--- src/core/dpt_defines.vh ---
// register offsets, field positions, reset values and timing counts
`ifndef DPT_DEFINES_VH
`define DPT_DEFINES_VH
`define DPT_OFS_CTRL      8'h00
`define DPT_OFS_STEP_LO   8'h04
`define DPT_OFS_STEP_HI   8'h08
`define DPT_OFS_PHASE_OFS 8'h0C
`define DPT_OFS_ACC_HI    8'h10
`define DPT_OFS_STATUS    8'h14
`define DPT_OFS_IRQ_CLR   8'h18
`define DPT_OFS_IRQ_EN    8'h1C
`define DPT_OFS_FIFO_STAT 8'h20
`define DPT_CTRL_DDS_EN   0
`define DPT_CTRL_HALF     1
`define DPT_CTRL_FIFO_EN  2
`define DPT_CTRL_RST      3'h5
`define DPT_ST_OVF        0
`define DPT_ST_UDF        1
`define DPT_ST_CLIP       2
`define DPT_STEP_MAX      48'h8000_0000_0000
`define DPT_SYN_DIV_LAST  2'h3
`define DPT_RD_DIV_LAST   6'h3F
`define DPT_FIFO_DEPTH    16
`define DPT_FIFO_AW       4
`define DPT_FIFO_FULL     5'h10
`define DPT_FIFO_HALF     5'h08
`define DPT_RESP_OKAY     2'h0
`define DPT_RESP_SLVERR   2'h2
`endif

--- src/core/dpt_ram.v ---
// sample word memory of the clock-crossing fifo, registered read data
module dpt_ram #(
  parameter DEPTH = 16,
  parameter AW    = 4,
  parameter DW    = 32
) (
  input  wire          aclk,
  input  wire          aresetn,
  input  wire          we,
  input  wire [AW-1:0] waddr,
  input  wire [DW-1:0] wdata,
  input  wire          re,
  input  wire [AW-1:0] raddr,
  output reg  [DW-1:0] rdata
);
  reg [DW-1:0] mem [0:DEPTH-1];

  // storage carries no reset so it can map onto block memory
  always @(posedge aclk) begin
    if (we) begin
      mem[waddr] <= wdata;
    end
  end

  // read data held in a register
  always @(posedge aclk) begin
    if (!aresetn) begin
      rdata <= {DW{1'b0}};
    end else if (re) begin
      rdata <= mem[raddr];
    end
  end
endmodule // dpt_ram

--- src/core/dpt_sine.v ---
// quarter-wave sine lookup of the synthesis stage, 8-bit offset binary out
module dpt_sine (
  input  wire        aclk,
  input  wire        aresetn,
  input  wire        en,
  input  wire [13:0] phase,
  output reg  [7:0]  sample
);
  wire [3:0] idx = phase[12] ? ~phase[11:8] : phase[11:8];
  reg  [6:0] mag;

  // one quadrant of magnitudes; symmetry builds the rest of the cycle
  always @* begin
    case (idx)
      4'h0: mag = 7'd6;
      4'h1: mag = 7'd19;
      4'h2: mag = 7'd31;
      4'h3: mag = 7'd43;
      4'h4: mag = 7'd54;
      4'h5: mag = 7'd65;
      4'h6: mag = 7'd76;
      4'h7: mag = 7'd85;
      4'h8: mag = 7'd94;
      4'h9: mag = 7'd102;
      4'hA: mag = 7'd109;
      4'hB: mag = 7'd115;
      4'hC: mag = 7'd120;
      4'hD: mag = 7'd123;
      4'hE: mag = 7'd126;
      default: mag = 7'd127;
    endcase
  end

  // second half of the cycle is the negative lobe
  always @(posedge aclk) begin
    if (!aresetn) begin
      sample <= 8'h80;
    end else if (en) begin
      sample <= phase[13] ? (8'h80 - {1'b0, mag}) : (8'h80 + {1'b0, mag});
    end
  end
endmodule // dpt_sine

--- src/core/dpt_top.v ---
// phase synthesis stage and digitizer sample clock-crossing fifo with axi4-lite
//
// Design decisions made here: the AXI4-Lite register port and the placing of the registers.
`include "dpt_defines.vh"
module dpt_top (
  input  wire        aclk,
  input  wire        aresetn,
  input  wire [7:0]  s_axi_awaddr,
  input  wire [2:0]  s_axi_awprot,
  input  wire        s_axi_awvalid,
  output reg         s_axi_awready,
  input  wire [31:0] s_axi_wdata,
  input  wire [3:0]  s_axi_wstrb,
  input  wire        s_axi_wvalid,
  output reg         s_axi_wready,
  output reg  [1:0]  s_axi_bresp,
  output reg         s_axi_bvalid,
  input  wire        s_axi_bready,
  input  wire [7:0]  s_axi_araddr,
  input  wire [2:0]  s_axi_arprot,
  input  wire        s_axi_arvalid,
  output reg         s_axi_arready,
  output reg  [31:0] s_axi_rdata,
  output reg  [1:0]  s_axi_rresp,
  output reg         s_axi_rvalid,
  input  wire        s_axi_rready,
  input  wire        dig_clk,
  input  wire [7:0]  dig_data,
  input  wire        smp_rd,
  output wire [31:0] smp_data,
  output reg         smp_valid,
  output reg         smp_not_empty,
  output reg         smp_empty,
  output reg         smp_full,
  output wire [7:0]  dds_sample,
  output reg         dds_clk_out,
  output reg         irq
);
  // software state
  reg  [2:0]  ctrl_reg;
  reg  [31:0] step_lo_reg;
  reg  [15:0] step_hi_reg;
  reg  [13:0] phase_ofs_reg;
  reg  [2:0]  status_reg;
  reg  [2:0]  irq_en_reg;
  // synthesis stage
  reg  [1:0]  syn_div_reg;
  reg         syn_tick_reg;
  reg  [47:0] acc_reg;
  // link sampling and deserializer
  reg         lk_s1_reg;
  reg         lk_s2_reg;
  reg         lk_s3_reg;
  reg  [7:0]  dg_s1_reg;
  reg  [7:0]  dg_s2_reg;
  reg  [31:0] ser_word_reg;
  reg  [1:0]  ser_cnt_reg;
  // fifo
  reg  [4:0]  wptr_reg;
  reg  [4:0]  rptr_reg;
  reg         ne_w_reg;
  reg         ne_s1_reg;
  reg  [5:0]  rd_div_reg;
  reg         rd_tick_reg;
  // axi write holding
  reg  [7:0]  aw_addr_reg;
  reg  [31:0] w_data_reg;
  reg  [3:0]  w_strb_reg;

  wire dds_en   = ctrl_reg[`DPT_CTRL_DDS_EN];
  wire half_en  = ctrl_reg[`DPT_CTRL_HALF];
  wire fifo_en  = ctrl_reg[`DPT_CTRL_FIFO_EN];

  // feedback clock divided by four gives the synthesis enable
  always @(posedge aclk) begin
    if (!aresetn) begin
      syn_div_reg  <= 2'h0;
      syn_tick_reg <= 1'b0;
    end else begin
      syn_div_reg  <= syn_div_reg + 2'h1;
      syn_tick_reg <= (syn_div_reg == `DPT_SYN_DIV_LAST);
    end
  end

  // an over-range step is clamped rather than aliasing to a lower frequency
  wire [47:0] step_raw  = {step_hi_reg, step_lo_reg};
  wire        step_over = (step_raw > `DPT_STEP_MAX);
  wire [47:0] step_eff  = step_over ? `DPT_STEP_MAX : step_raw;

  // phase accumulator wraps once per sine cycle
  always @(posedge aclk) begin
    if (!aresetn) begin
      acc_reg <= 48'h0000_0000_0000;
    end else if (dds_en && syn_tick_reg) begin
      acc_reg <= acc_reg + step_eff;
    end
  end

  // offset shifts output phase only, the accumulator never sees it
  wire [13:0] phase_sum = acc_reg[47:34] + phase_ofs_reg;

  dpt_sine i_dpt_sine (
    .aclk    (aclk),
    .aresetn (aresetn),
    .en      (syn_tick_reg),
    .phase   (phase_sum),
    .sample  (dds_sample)
  );

  // generated clock is the phase msb, advanced digitally by the offset
  always @(posedge aclk) begin
    if (!aresetn) begin
      dds_clk_out <= 1'b0;
    end else if (syn_tick_reg) begin
      dds_clk_out <= phase_sum[13];
    end
  end

  // link clock and data pass two flops before any logic looks at them
  always @(posedge aclk) begin
    if (!aresetn) begin
      lk_s1_reg <= 1'b0;
      lk_s2_reg <= 1'b0;
      lk_s3_reg <= 1'b0;
      dg_s1_reg <= 8'h00;
      dg_s2_reg <= 8'h00;
    end else begin
      lk_s1_reg <= dig_clk;
      lk_s2_reg <= lk_s1_reg;
      lk_s3_reg <= lk_s2_reg;
      dg_s1_reg <= dig_data;
      dg_s2_reg <= dg_s1_reg;
    end
  end

  wire lk_edge = lk_s2_reg & ~lk_s3_reg;

  // fifo occupancy from the two pointers
  wire [4:0] level      = wptr_reg - rptr_reg;
  wire       fifo_full  = (level == `DPT_FIFO_FULL);
  wire       fifo_empty = (level == 5'h00);

  // write side runs only on digitizer clock edges
  wire wr_try = lk_edge & (ser_cnt_reg == 2'h3) & fifo_en;
  wire wr_ok  = wr_try & ~fifo_full;
  wire ovf_ev = wr_try & fifo_full;

  // deserializer packs four samples, oldest in the low byte
  always @(posedge aclk) begin
    if (!aresetn || !fifo_en) begin
      ser_word_reg <= 32'h0000_0000;
      ser_cnt_reg  <= 2'h0;
    end else if (lk_edge) begin
      ser_word_reg <= {dg_s2_reg, ser_word_reg[31:8]};
      ser_cnt_reg  <= ser_cnt_reg + 2'h1;
    end
  end

  wire [31:0] wr_word = {dg_s2_reg, ser_word_reg[31:8]};

  // local read clock as an enable; its rate only roughly matches the writer
  always @(posedge aclk) begin
    if (!aresetn) begin
      rd_div_reg  <= 6'h00;
      rd_tick_reg <= 1'b0;
    end else begin
      rd_div_reg  <= rd_div_reg + 6'h01;
      rd_tick_reg <= (rd_div_reg == `DPT_RD_DIV_LAST);
    end
  end

  wire rd_try = rd_tick_reg & smp_rd;
  wire rd_ok  = rd_try & ~fifo_empty;
  wire udf_ev = rd_try & fifo_empty;

  // pointers move only on accepted transfers
  always @(posedge aclk) begin
    if (!aresetn) begin
      wptr_reg <= 5'h00;
      rptr_reg <= 5'h00;
    end else begin
      if (wr_ok) begin
        wptr_reg <= wptr_reg + 5'h01;
      end
      if (rd_ok) begin
        rptr_reg <= rptr_reg + 5'h01;
      end
    end
  end

  dpt_ram #(
    .DEPTH (`DPT_FIFO_DEPTH),
    .AW    (`DPT_FIFO_AW),
    .DW    (32)
  ) i_dpt_ram (
    .aclk    (aclk),
    .aresetn (aresetn),
    .we      (wr_ok),
    .waddr   (wptr_reg[3:0]),
    .wdata   (wr_word),
    .re      (rd_ok),
    .raddr   (rptr_reg[3:0]),
    .rdata   (smp_data)
  );

  // write-side not-empty; holding it to half full delays a slow-writer underflow
  wire ne_w_next = half_en ? (ne_w_reg ? ~fifo_empty : (level >= `DPT_FIFO_HALF))
                           : ~fifo_empty;

  // not-empty crosses to the reader through two flops
  always @(posedge aclk) begin
    if (!aresetn) begin
      ne_w_reg      <= 1'b0;
      ne_s1_reg     <= 1'b0;
      smp_not_empty <= 1'b0;
      smp_empty     <= 1'b1;
      smp_full      <= 1'b0;
      smp_valid     <= 1'b0;
    end else begin
      ne_w_reg      <= ne_w_next;
      ne_s1_reg     <= ne_w_reg;
      smp_not_empty <= ne_s1_reg;
      smp_empty     <= fifo_empty;
      smp_full      <= fifo_full;
      smp_valid     <= rd_ok;
    end
  end

  // byte-lane merge for partial writes
  function [31:0] merge;
    input [31:0] old;
    input [31:0] nw;
    input [3:0]  be;
    integer i;
    begin
      merge = old;
      for (i = 0; i < 4; i = i + 1) begin
        if (be[i]) begin
          merge[i*8 +: 8] = nw[i*8 +: 8];
        end
      end
    end
  endfunction

  wire [7:0] w_ofs = {aw_addr_reg[7:2], 2'b00};
  wire [7:0] r_ofs = {s_axi_araddr[7:2], 2'b00};
  wire do_wr = ~s_axi_awready & ~s_axi_wready & ~s_axi_bvalid;
  reg  [31:0] old_sel;
  reg         w_hit;

  // current value of the addressed register for the byte merge
  always @* begin
    old_sel = 32'h0000_0000;
    w_hit   = 1'b1;
    case (w_ofs)
      `DPT_OFS_CTRL:      old_sel = {29'h0, ctrl_reg};
      `DPT_OFS_STEP_LO:   old_sel = step_lo_reg;
      `DPT_OFS_STEP_HI:   old_sel = {16'h0000, step_hi_reg};
      `DPT_OFS_PHASE_OFS: old_sel = {18'h0, phase_ofs_reg};
      `DPT_OFS_IRQ_CLR:   old_sel = 32'h0000_0000;
      `DPT_OFS_IRQ_EN:    old_sel = {29'h0, irq_en_reg};
      default:            w_hit   = 1'b0;
    endcase
  end

  wire [31:0] wr_val = merge(old_sel, w_data_reg, w_strb_reg);
  wire [2:0]  clr    = (do_wr && w_ofs == `DPT_OFS_IRQ_CLR) ? wr_val[2:0] : 3'h0;
  wire [2:0]  ev;

  assign ev[`DPT_ST_OVF]  = ovf_ev;
  assign ev[`DPT_ST_UDF]  = udf_ev;
  assign ev[`DPT_ST_CLIP] = step_over;

  // axi write channel: address and data taken in either order, then one response
  always @(posedge aclk) begin
    if (!aresetn) begin
      s_axi_awready <= 1'b1;
      s_axi_wready  <= 1'b1;
      s_axi_bvalid  <= 1'b0;
      s_axi_bresp   <= `DPT_RESP_OKAY;
      aw_addr_reg   <= 8'h00;
      w_data_reg    <= 32'h0000_0000;
      w_strb_reg    <= 4'h0;
      ctrl_reg      <= `DPT_CTRL_RST;
      step_lo_reg   <= 32'h0000_0000;
      step_hi_reg   <= 16'h0000;
      phase_ofs_reg <= 14'h0000;
      irq_en_reg    <= 3'h0;
    end else begin
      if (s_axi_awvalid && s_axi_awready) begin
        aw_addr_reg   <= s_axi_awaddr;
        s_axi_awready <= 1'b0;
      end
      if (s_axi_wvalid && s_axi_wready) begin
        w_data_reg   <= s_axi_wdata;
        w_strb_reg   <= s_axi_wstrb;
        s_axi_wready <= 1'b0;
      end
      if (do_wr) begin
        s_axi_bvalid <= 1'b1;
        s_axi_bresp  <= w_hit ? `DPT_RESP_OKAY : `DPT_RESP_SLVERR;
        case (w_ofs)
          `DPT_OFS_CTRL:      ctrl_reg      <= wr_val[2:0];
          `DPT_OFS_STEP_LO:   step_lo_reg   <= wr_val;
          `DPT_OFS_STEP_HI:   step_hi_reg   <= wr_val[15:0];
          `DPT_OFS_PHASE_OFS: phase_ofs_reg <= wr_val[13:0];
          `DPT_OFS_IRQ_EN:    irq_en_reg    <= wr_val[2:0];
          default:            ctrl_reg      <= ctrl_reg;
        endcase
      end
      if (s_axi_bvalid && s_axi_bready) begin
        s_axi_bvalid  <= 1'b0;
        s_axi_awready <= 1'b1;
        s_axi_wready  <= 1'b1;
      end
    end
  end

  // sticky status: an event in the clearing cycle wins over the clear
  always @(posedge aclk) begin
    if (!aresetn) begin
      status_reg <= 3'h0;
      irq        <= 1'b0;
    end else begin
      status_reg <= (status_reg & ~clr) | ev;
      irq        <= |(status_reg & irq_en_reg);
    end
  end

  // axi read channel answers one cycle after the address is taken
  always @(posedge aclk) begin
    if (!aresetn) begin
      s_axi_arready <= 1'b1;
      s_axi_rvalid  <= 1'b0;
      s_axi_rdata   <= 32'h0000_0000;
      s_axi_rresp   <= `DPT_RESP_OKAY;
    end else if (s_axi_arvalid && s_axi_arready) begin
      s_axi_arready <= 1'b0;
      s_axi_rvalid  <= 1'b1;
      s_axi_rresp   <= `DPT_RESP_OKAY;
      case (r_ofs)
        `DPT_OFS_CTRL:      s_axi_rdata <= {29'h0, ctrl_reg};
        `DPT_OFS_STEP_LO:   s_axi_rdata <= step_lo_reg;
        `DPT_OFS_STEP_HI:   s_axi_rdata <= {16'h0000, step_hi_reg};
        `DPT_OFS_PHASE_OFS: s_axi_rdata <= {18'h0, phase_ofs_reg};
        `DPT_OFS_ACC_HI:    s_axi_rdata <= acc_reg[47:16];
        `DPT_OFS_STATUS:    s_axi_rdata <= {29'h0, status_reg};
        `DPT_OFS_IRQ_CLR:   s_axi_rdata <= 32'h0000_0000;
        `DPT_OFS_IRQ_EN:    s_axi_rdata <= {29'h0, irq_en_reg};
        `DPT_OFS_FIFO_STAT: s_axi_rdata <= {24'h0, level, smp_not_empty,
                                            fifo_full, fifo_empty};
        default: begin
          s_axi_rdata <= 32'h0000_0000;
          s_axi_rresp <= `DPT_RESP_SLVERR;
        end
      endcase
    end else if (s_axi_rvalid && s_axi_rready) begin
      s_axi_rvalid  <= 1'b0;
      s_axi_arready <= 1'b1;
    end
  end
endmodule // dpt_top

--- config.mk ---
export PLATFORM = sky130hd
export DESIGN_NAME = dpt_top
export DESIGN_NICKNAME = d
export VERILOG_FILES = /design/src/core/dpt_ram.v /design/src/core/dpt_sine.v /design/src/core/dpt_top.v
export VERILOG_INCLUDE_DIRS = /design/src /design/src/core
export SDC_FILE = /design/constraint.sdc
export NUM_CORES = 1
export LEC_CHECK = 0
export ABC_AREA = 1
export BUFFER_PORTS_ARGS = -buffer_cell sky130_fd_sc_hd__buf_2
export CORE_MARGIN = 2
export CORE_UTILIZATION = 45
export CTS_CLUSTER_SIZE = 24
export DETAILED_ROUTE_END_ITERATION = 10
export GPL_TIMING_DRIVEN = 0
export PLACE_DENSITY_LB_ADDON = 0.2
export SYNTH_ARGS = -nofsm -noshare
export SYNTH_HDL_FRONTEND = slang
export SYNTH_SLANG_ARGS = --single-unit
--- constraint.sdc ---
create_clock -name aclk -period 11.5 [get_ports aclk]
set_clock_uncertainty 0.15 [all_clocks]
set_input_delay 2.3 -clock aclk [delete_from_list [all_inputs] [get_ports aclk]]
set_output_delay 2.3 -clock aclk [all_outputs]
set_load 0.03 [all_outputs]
* After elaboration in Yosys (flattened, before gate mapping)
Memories as Yosys holds them, arrays and structs flattened. A register that Yosys moved wholly into a read port is not among the register bits. Index checks and enable logic that the tools add are counted.
Storage, ports and cells: logic and storage cells 144, ROM bits 112, memory bits (writable) 512, memories kept 2, register bits after elaboration 293, output and inout bits 87, bits of input ports 75
Operators by class: multiplexer cells 21, order comparisons 2, eq/ne operators 19, bitwise logic cells 22, reduce and logical (&&, ||, !) cells 26, add/sub/neg operators 10
Memory list:
- i_dpt_ram.mem | depth 16, bits a word 32, read ports 1, clocked after memory_dff 1, wr ports 1, RTL line dpt_ram.v:16 | reg [DW-1:0] mem [0:DEPTH-1];
- (name not given) | depth 16, bits a word 7, read ports 1, clocked after memory_dff 0, wr ports 0, RTL line dpt_sine.v:14 | case (idx)
Operator list (count):
- 32-bit one-hot mux with 8 select lines | 1
- 32-bit one-hot mux with 5 select lines | 1
- 48-bit adder | 1
- 48-bit > comparator (second input constant) | 1
- 48-bit two-way mux | 1
- 8-bit two-way mux | 5
- 6-bit by 3-bit equality test with 1-bit output (second input constant) | 6
- 6-bit by 2-bit equality test with 1-bit output (second input constant) | 4
- 8-bit logical NOT | 2
- 14-bit adder | 1
- 6-bit by 1-bit equality test with 1-bit output (second input constant) | 2
- 5-bit by 1-bit adder with 5-bit output (second input constant) | 2
- 1-bit AND | 10
- 2-bit AND reduction | 5
- 1-bit two-way mux | 9
- 9-bit OR reduction | 1
- 8-bit by 7-bit adder with 8-bit output (first input constant) | 1
- 8-bit by 7-bit subtractor with 8-bit output (first input constant) | 1
- 1-bit logical AND | 7
- 1-bit NOT | 7
- 6-bit by 1-bit adder with 6-bit output (second input constant) | 1
- 3-bit AND | 2
- 6-bit by 4-bit equality test with 1-bit output (second input constant) | 1
- 6-bit equality test (second input constant) | 1
- 20 further kinds | 27

* Depth between registers and ports, before layout
Gate-level depths: netlist of run 1.
word-level depth 8, depth in mapped cells 29, mapped depth without buffers 29

* Cells and area by module
Synthesis of run 1 repeated with hierarchy kept, for this count alone.
Unflattened totals: cells, all modules 4588, area, all modules 39203.8 µm²
By module, submodules not included:
- dpt_ram | area an instance 21892.2 µm², instances 1, cells an instance 1875, seq. area each 16015.4 µm²
- dpt_top | area an instance 16484.6 µm², instances 1, cells an instance 2577, seq. area each 5465.2 µm²
- dpt_sine | area an instance 827.0 µm², instances 1, cells an instance 136, seq. area each 160.2 µm²

* Least setup slack after synthesis of run 1
No wires, ideal clock.
kind register to register, start register rptr_reg[1], end register wptr_reg[4], setup time 0.120 ns, arrival 3.887 ns, buffers on the path 2, setup slack 7.342 ns, required time 11.230 ns, period minus slack after synthesis 4.158 ns, cell stages (with the launch flop) 15, cell sequence dfxtp_1 inv_1 clkbuf_1 clkbuf_1 fa_1 nand3_1 nand2_1 xor2_1 nor2_1 nor2_2 nand2_1 nor2_1 inv_1 o21ai_0 a21oi_1
On the way: word-level cells in the longest chain between the ends 4
RTL lines:
- start: declaration | RTL line dpt_top.v:60 | reg [4:0] rptr_reg;
- start signal: assignment | RTL line dpt_top.v:186 | rptr_reg <= rptr_reg + 5'h01;
- 5-bit subtractor | RTL line dpt_top.v:139 | wire [4:0] level = wptr_reg - rptr_reg;
- 5-bit equality test (no source line)
- 1-bit NOT | RTL line dpt_top.v:145 | wire wr_ok = wr_try & ~fifo_full;
- 1-bit AND | RTL line dpt_top.v:145
- end signal: assignment | RTL line dpt_top.v:183 | wptr_reg <= wptr_reg + 5'h01;
- end: declaration | RTL line dpt_top.v:59 | reg [4:0] wptr_reg;
No other way between the ends. A chain may end at the register's enable or synchronous reset.

* Worst setup path in the final report of run 1
start register step_hi_reg[14], end register acc_reg[46]
On the way: word-level cells in the longest chain between the ends 3
RTL lines:
- start: declaration | RTL line dpt_top.v:42 | reg [15:0] step_hi_reg;
- start signal: assignment | RTL line dpt_top.v:305 | `DPT_OFS_STEP_HI: step_hi_reg <= wr_val[15:0];
- 48-bit > comparator (no source line)
- 48-bit two-way mux (*) | RTL line dpt_top.v:88 | wire [47:0] step_eff = step_over ? `DPT_STEP_MAX : step_raw;
- 48-bit adder (*) | RTL line dpt_top.v:95 | acc_reg <= acc_reg + step_eff;
- end signal: assignment | RTL line dpt_top.v:95
- end: declaration | RTL line dpt_top.v:49 | reg [47:0] acc_reg;
Mark *: on every way between the ends. The rest lies on a longest branch, timed or not.

==> results of run 1 <==
[cell usage after synthesis, drive strengths merged (2+ instances only)]
master | n | area (um^2)
o21ai | 551 | 2760
a21boi | 2 | 15.0
a41oi | 32 | 280
a2111oi | 2 | 17.5
o21bai | 2 | 15.0
nor4 | 6 | 37.5
a211oi | 2 | 15.0
a22oi | 3 | 22.5
nand4 | 24 | 150
ha | 78 | 976
a221oi | 4 | 35.0
nand2 | 430 | 1730
a21o | 6 | 45.0
o2111ai | 4 | 35.0
fa | 2 | 40.0
o31ai | 3 | 22.5
nand3b | 2 | 15.0
o211ai | 29 | 218
xnor2 | 20 | 175
a31o | 3 | 26.3
o221ai | 51 | 447
xor2 | 26 | 235
nand3 | 74 | 385
o21a | 11 | 82.6
inv | 391 | 1470
buf | 26 | 114
a21oi | 242 | 1210
clkbuf | 166 | 623
nor2 | 622 | 2360
nor3 | 15 | 80.1
edfxtp | 512 | 15400
a31oi | 21 | 131
dfxtp | 313 | 6270
clkinv | 6 | 22.5
o22ai | 125 | 782
[cells in the final DEF (no fill, tap or decap), drive strengths merged, types with 125 or more instances in the layout]
master    n
dfxtp   313
nor2    622
o22ai   125
nand2   430
o21ai   551
a21oi   242
clkbuf  299
inv     393
edfxtp  512
buf     190
[routing by layer]
metal	GRT usage, %	share of wire [%]	up-vias
met5	0	0.0097	-
met1	38.3	40	14100
li1	-	-	13800
met2	48.6	47	1296
met4	13.7	4.7	2
met3	4.91	7.9	277
[logic make-up (layout without fill, tap and decap cells)]
kind of cell	Yosys count	after routing	share of synthesized area, %
fa+ha+maj	80	80	2.80
buf+inv	589	916	6.15
compound gates	1096	1096	17.1
simple gates	1177	1177	13.2
flops	825	825	59.6
xor+xnor	46	46	1.13
other cells	1	2	0.0103
[area by class of cell]
type                       count  area (um^2)
tap                         1060         1330
inverter                     397         1490
buffer                       192          737
timing repair buffer         164         1090
multi-input combinational   2401        12500
clock buffer                 133         2560
fill                        7391        38400
clock inverter                30          379
sequential                   825        21600
[metrics by stage]
| stage | util (%) | total power [uW] | setup slack (ns) | area, um^2 | cells |
|---|---|---|---|---|---|
| after floorplan | - | 3380 | 7.34 | 36300 | 3815 |
| after global placement | 47.8 | 3470 | 4.35 | 38400 | 5023 |
| after detailed placement | 48.4 | 3470 | 6.31 | 38800 | 5039 |
| after CTS | 52.1 | 6320 | 6.58 | 41800 | 5202 |
| after global routing | 52.1 | 6450 | 6.16 | 41800 | 5202 |
| final | 52.1 | 6280 | 6.41 | 41800 | 5202 |
[worst register-to-register path, stage by stage (launching register included)]
cell      delay (ns)
dfxtp_1         0.29
inv_1           0.25
nand4_1         0.16
nor4_1          0.54
nand3_1         0.13
nand2_1         0.21
inv_1           0.08
clkbuf_1        0.25
nor2_1          0.32
ha_1            0.36
a21oi_1         0.22
o21ai_0         0.18
a21oi_1         0.26
inv_1           0.13
a21oi_1         0.30
inv_1           0.10
a21oi_1         0.36
inv_1           0.09
nand4_1         0.15
nand3_1         0.10
nand2_1         0.10
nand3_1         0.13
nand2_1         0.10
inv_1           0.04
[power by group]
part           switching [uW]  leakage (uW)  internal, uW  total [uW]
clock                    1210       0.00144          1670        2880
sequential               45.2       0.00718          3160        3210
combinational             142       0.00770          59.5         201
[worst max-delay path by stage]
stage	start	to	slack (ns)	cells after the start
floorplan	rptr_reg[1]$_SDFFE_PN0P_	wptr_reg[4]$_SDFFE_PN0P_	7.34	14
global placement	rptr_reg[1]$_SDFFE_PN0P_	i_dpt_ram.mem[11][19]$_DFFE_PP_	4.35	11
detailed placement	aresetn	i_dpt_ram.rdata[4]$_SDFFE_PN0P_	6.31	5
CTS	step_hi_reg[14]$_SDFFE_PN0P_	acc_reg[46]$_SDFFE_PN0P_	6.58	23
global route	step_hi_reg[14]$_SDFFE_PN0P_	acc_reg[46]$_SDFFE_PN0P_	6.16	23
finish	step_hi_reg[14]$_SDFFE_PN0P_	acc_reg[46]$_SDFFE_PN0P_	6.41	23
==> results.cfg, run 1 <==
[outcome]
status = completed

[floorplan]
die_h_um = 288
die_area_um2 = 82900
core_um2 = 80200
dieWidth_um = 288
initial_utilization_pct = 45.3
io_pins = 162
num_rows = 104

[synthesis]
synth_edf_count = 512
synth_flop_cell = edfxtp_1
syn-cell-area_um2 = 36300
synthCells = 3814
yosys_warnings = 0
synth-seq-cells = 825
ys_async_sr_fraction_pct = 0
seq_area_frac_synth_pct = 59.6
yosysUniqueCellTypes = 58
synth_area_per_cell_um2 = 9.51

[drt]
viasPerCell = 5.66
num_vias = 29400
drtPass1Iterations = 8
routedWlPerCell_um = 23.7
wirelength_um = 124000
drc = 0
ant_nets = 0
drt_iter0_drc = 2976

[clock_network]
postCtsSetupBuffers = 0
cts_max_level = 3
clk_pin_slew_ns = 0.06
holdBufCountCts = 0
cts_num_sinks = 825
cts-root-buf = clkbuf_16
cts_resized = 0
clock_latency_ns = 0.67
cts_tree = done
numCtsBuffers = 88
clockBufferDepth = 3

[flow_run]
maxCapViolCount = 0

[power]
power_density_nw_per_um2 = 150
power_leakage_uw = 0.0163
peakVddDrop_mv = 0.120

[min_path]
hold_path_depth = 2
min_to = dg_s2_reg[7]$_SDFF_PN0_
min_from = dg_s1_reg[7]$_SDFF_PN0_
hold_path.class = flop to flop

[critical_path]
timing.rr.end = acc_reg[46]$_SDFFE_PN0P_
crit_top_cell = inv_1
path_buf_inv = 7
cp-end-kind = flop
cp_slowest_cell = nor4_1
crit_path_max_fanout = 10
worstPathArrival_ns = 5.49
rrSetupSlack_ns = 6.41
crit_path_start_kind = flop
r2r-start = step_hi_reg[14]$_SDFFE_PN0P_
slowest_delay_ns = 0.54
critPathTopFamily = simple AND/OR/NAND/NOR gates
rr_worst_depth = 23
cp_cell_sequence = inv_1 > nand4_1 > nor4_1 > nand3_1 > nand2_1 > inv_1 > clkbuf_1 > nor2_1 > ha_1 > a21oi_1 > o21ai_0 > a21oi_1 > inv_1 > a21oi_1 > inv_1 > a21oi_1 > inv_1 > nand4_1 > nand3_1 > nand2_1 > nand3_1 > nand2_1 > inv_1
critical_path_class = flop to flop
cp.required_ns = 11.90

[timing]
worstMarginPinSlew_ns = 1.31
fin_crit_sh_pct = 44.3
rsz0062_at_grt = no
finalCriticalPeriod_ns = 5.09
setup_tns_ns = 0
relSlewSlack_pct = 12.5
clock.fmax_mhz = 196
holdWs_ns = 0.263
finalHoldViolCount = 0
setup_viol = 0
drv_slew = 0

[place]
gp_congestion = 0.999
io_buffers = 148
hpwl_um = 89400

[final_layout]
largest_reg_flops = 512
nets = 4224
diodes = 0
area.growth.synth_to_final_pct = 15.1
drive_gt1_share_pct = 8.91

[grt]
grt_overflow = 0
grt_max_degree = 26
grt_pass1_vias = 28100
grt_use_total_pct = 29.6
antenna_found_initial = 2
grt_pass1_wl_um = 181000
Power figures use the tool's default switching activity.
==> run 2: changes to the inputs <==
==> constraint.sdc (replaced) <==
create_clock -name aclk -period 4.6 [get_ports aclk]
set_clock_uncertainty 0.15 [all_clocks]
set_input_delay 0.92 -clock aclk [delete_from_list [all_inputs] [get_ports aclk]]
set_output_delay 0.92 -clock aclk [all_outputs]
set_load 0.03 [all_outputs]
==> run 2 against run 1 <==
First-iteration DRC count down 3.7%. Power up 150%. Worst hold slack better by 0.0018 ns. Die area unchanged. Utilization up 0.42 points. Final area up 0.80%. Flip-flop and latch count unchanged. Global-route usage about the same. Wire length up 0.28%. Combinational power rose to 2.5 times the previous value. Count of clock-buffer cells in the layout unchanged. Register-to-register slack worse by 6.3 ns. Highest routed layer unchanged.
==> results.cfg, run 2 (same netlist as run 1, synthesis figures left out) <==
[outcome]
status = completed

[critical_path]
cp.required_ns = 4.79
cp-startpoint = rptr_reg[1]$_SDFFE_PN0P_
crit_path_max_fanout = 22
critical_path_class = flop to flop
worstPathArrival_ns = 4.64
r2r-start = rptr_reg[1]$_SDFFE_PN0P_
cp-end-kind = flop
crit_path_start_kind = flop

[power]
power_leakage_uw = 0.0164
power_density_nw_per_um2 = 373
peakVddDrop_mv = 0.300

[clock_network]
clockBufferDepth = 3
numCtsBuffers = 88
cts-root-buf = clkbuf_16
clk_pin_slew_ns = 0.06
cts_num_sinks = 825
cts_tree = done
clock_latency_ns = 0.66
cts_max_level = 3

[min_path]
hold_path.class = flop to flop
min_from = dg_s1_reg[7]$_SDFF_PN0_

[timing]
holdWs_ns = 0.265
drv_slew = 0
finalHoldViolCount = 0
rsz0062_at_grt = yes
finalCriticalPeriod_ns = 4.45
clock.fmax_mhz = 225
setup_slack_ns = 0.152
fin_crit_sh_pct = 96.7
setup_tns_ns = 0
relSlewSlack_pct = 12.3
worstMarginPinSlew_ns = 1.32
setup_viol = 0

[drt]
drt_iter0_drc = 2867
ant_nets = 0
num_vias = 29500
drc = 0
routedWlPerCell_um = 23.8
viasPerCell = 5.66
drtPass1Iterations = 6
wirelength_um = 124000

[final_layout]
finalInstanceArea_um2 = 42100
nets = 4236
final_cell_mix = 583 x nor2_1, 542 x o21ai_0, 512 x edfxtp_1
layout_commonest_cell = nor2_1
area.growth.synth_to_final_pct = 16.0
drive_gt1_share_pct = 9.99
largest_reg_flops = 512
layoutNonFillerInstCount = 5214
diodes = 0

[grt]
grt_use_total_pct = 29.6
grt_overflow = 0
grt_max_degree = 26
antenna_found_initial = 2
grt_pass1_vias = 28100
grt_pass1_wl_um = 181000

[place]
hpwl_um = 89400
placed_cells = 5039
gp_congestion = 0.999
pre_cts_slack_ns = -0.268
io_buffers = 148
dpl_cell_area_um2 = 38800

[floorplan]
io_pins = 162
die_h_um = 288
core_um2 = 80200
num_rows = 104
die_area_um2 = 82900
initial_utilization_pct = 45.3
dieWidth_um = 288

[flow_run]
maxCapViolCount = 0
-- run 2: cell types whose count changed in the layout (fill, tap and decap cells not counted), sizes merged --
cell | before | now
clkbuf | 299 | 297
buf | 190 | 204
-- run 2: worst paths after layout --
path | slack [ns] | to | depth (start not counted)
min | 0.26 | dg_s2_reg[7]$_SDFF_PN0_ | 2
max | 0.15 | i_dpt_ram.mem[7][25]$_DFFE_PP_ | 12
max reg2reg | 0.15 | i_dpt_ram.mem[7][25]$_DFFE_PP_ | 12
min reg2reg | 0.26 | dg_s2_reg[7]$_SDFF_PN0_ | 2
-- run 2: critical path, stage by stage, from the launching register on --
cell      delay (ns)
dfxtp_1         0.51
inv_1           0.13
clkbuf_1        0.31
clkbuf_2        0.39
fa_1            0.53
nand3_1         0.10
nand2_1         0.06
xor2_1          0.41
nor2_1          0.20
nor2_2          0.24
nand2_1         0.32
nor2_4          0.49
buf_12          0.26
-- run 2: layer usage --
metal / share of wire [%] / vias to the layer above / global-route usage, %
met2: 47 / 1296 / 48.6
met4: 4.9 / 2 / 13.9
li1: - / 13800 / -
met1: 41 / 14200 / 38.4
met5: 0.010 / - / 0
met3: 7.7 / 283 / 4.83
-- run 2: power by group --
group | total (uW) | switching (uW) | internal, uW
registers | 8020 | 113 | 7910
logic | 504 | 354 | 149
clock network | 7180 | 3010 | 4160
total | 15700 | 3480 | 12200
-- run 2: area by class of cell --
cell class | count | area, um^2
tap | 1060 | 1330
fill | 7345 | 38100
clock inverter | 30 | 379
buffer | 192 | 743
clock buffer | 133 | 2560
timing repair buffer | 176 | 1270
inverter | 397 | 1490
multi-input combinational | 2401 | 12700
sequential | 825 | 21600
-- run 2: metrics by stage --
step	util, %	total power, uW
2_1_floorplan	-	8450
3_3_place_gp	47.8	8670
3_5_place_dp	48.4	8670
4_1_cts	52.1	15800
5_1_grt	52.5	16100
6_report	52.5	15700
-- run 2: timing repair --
action | CTS | global route
endpoints found under the setup margin | 254 | 225
gates resized for setup | 9 | 46
setup buffers | 0 | 12
pin swaps | 0 | 10
hold buffers | 0 | 0
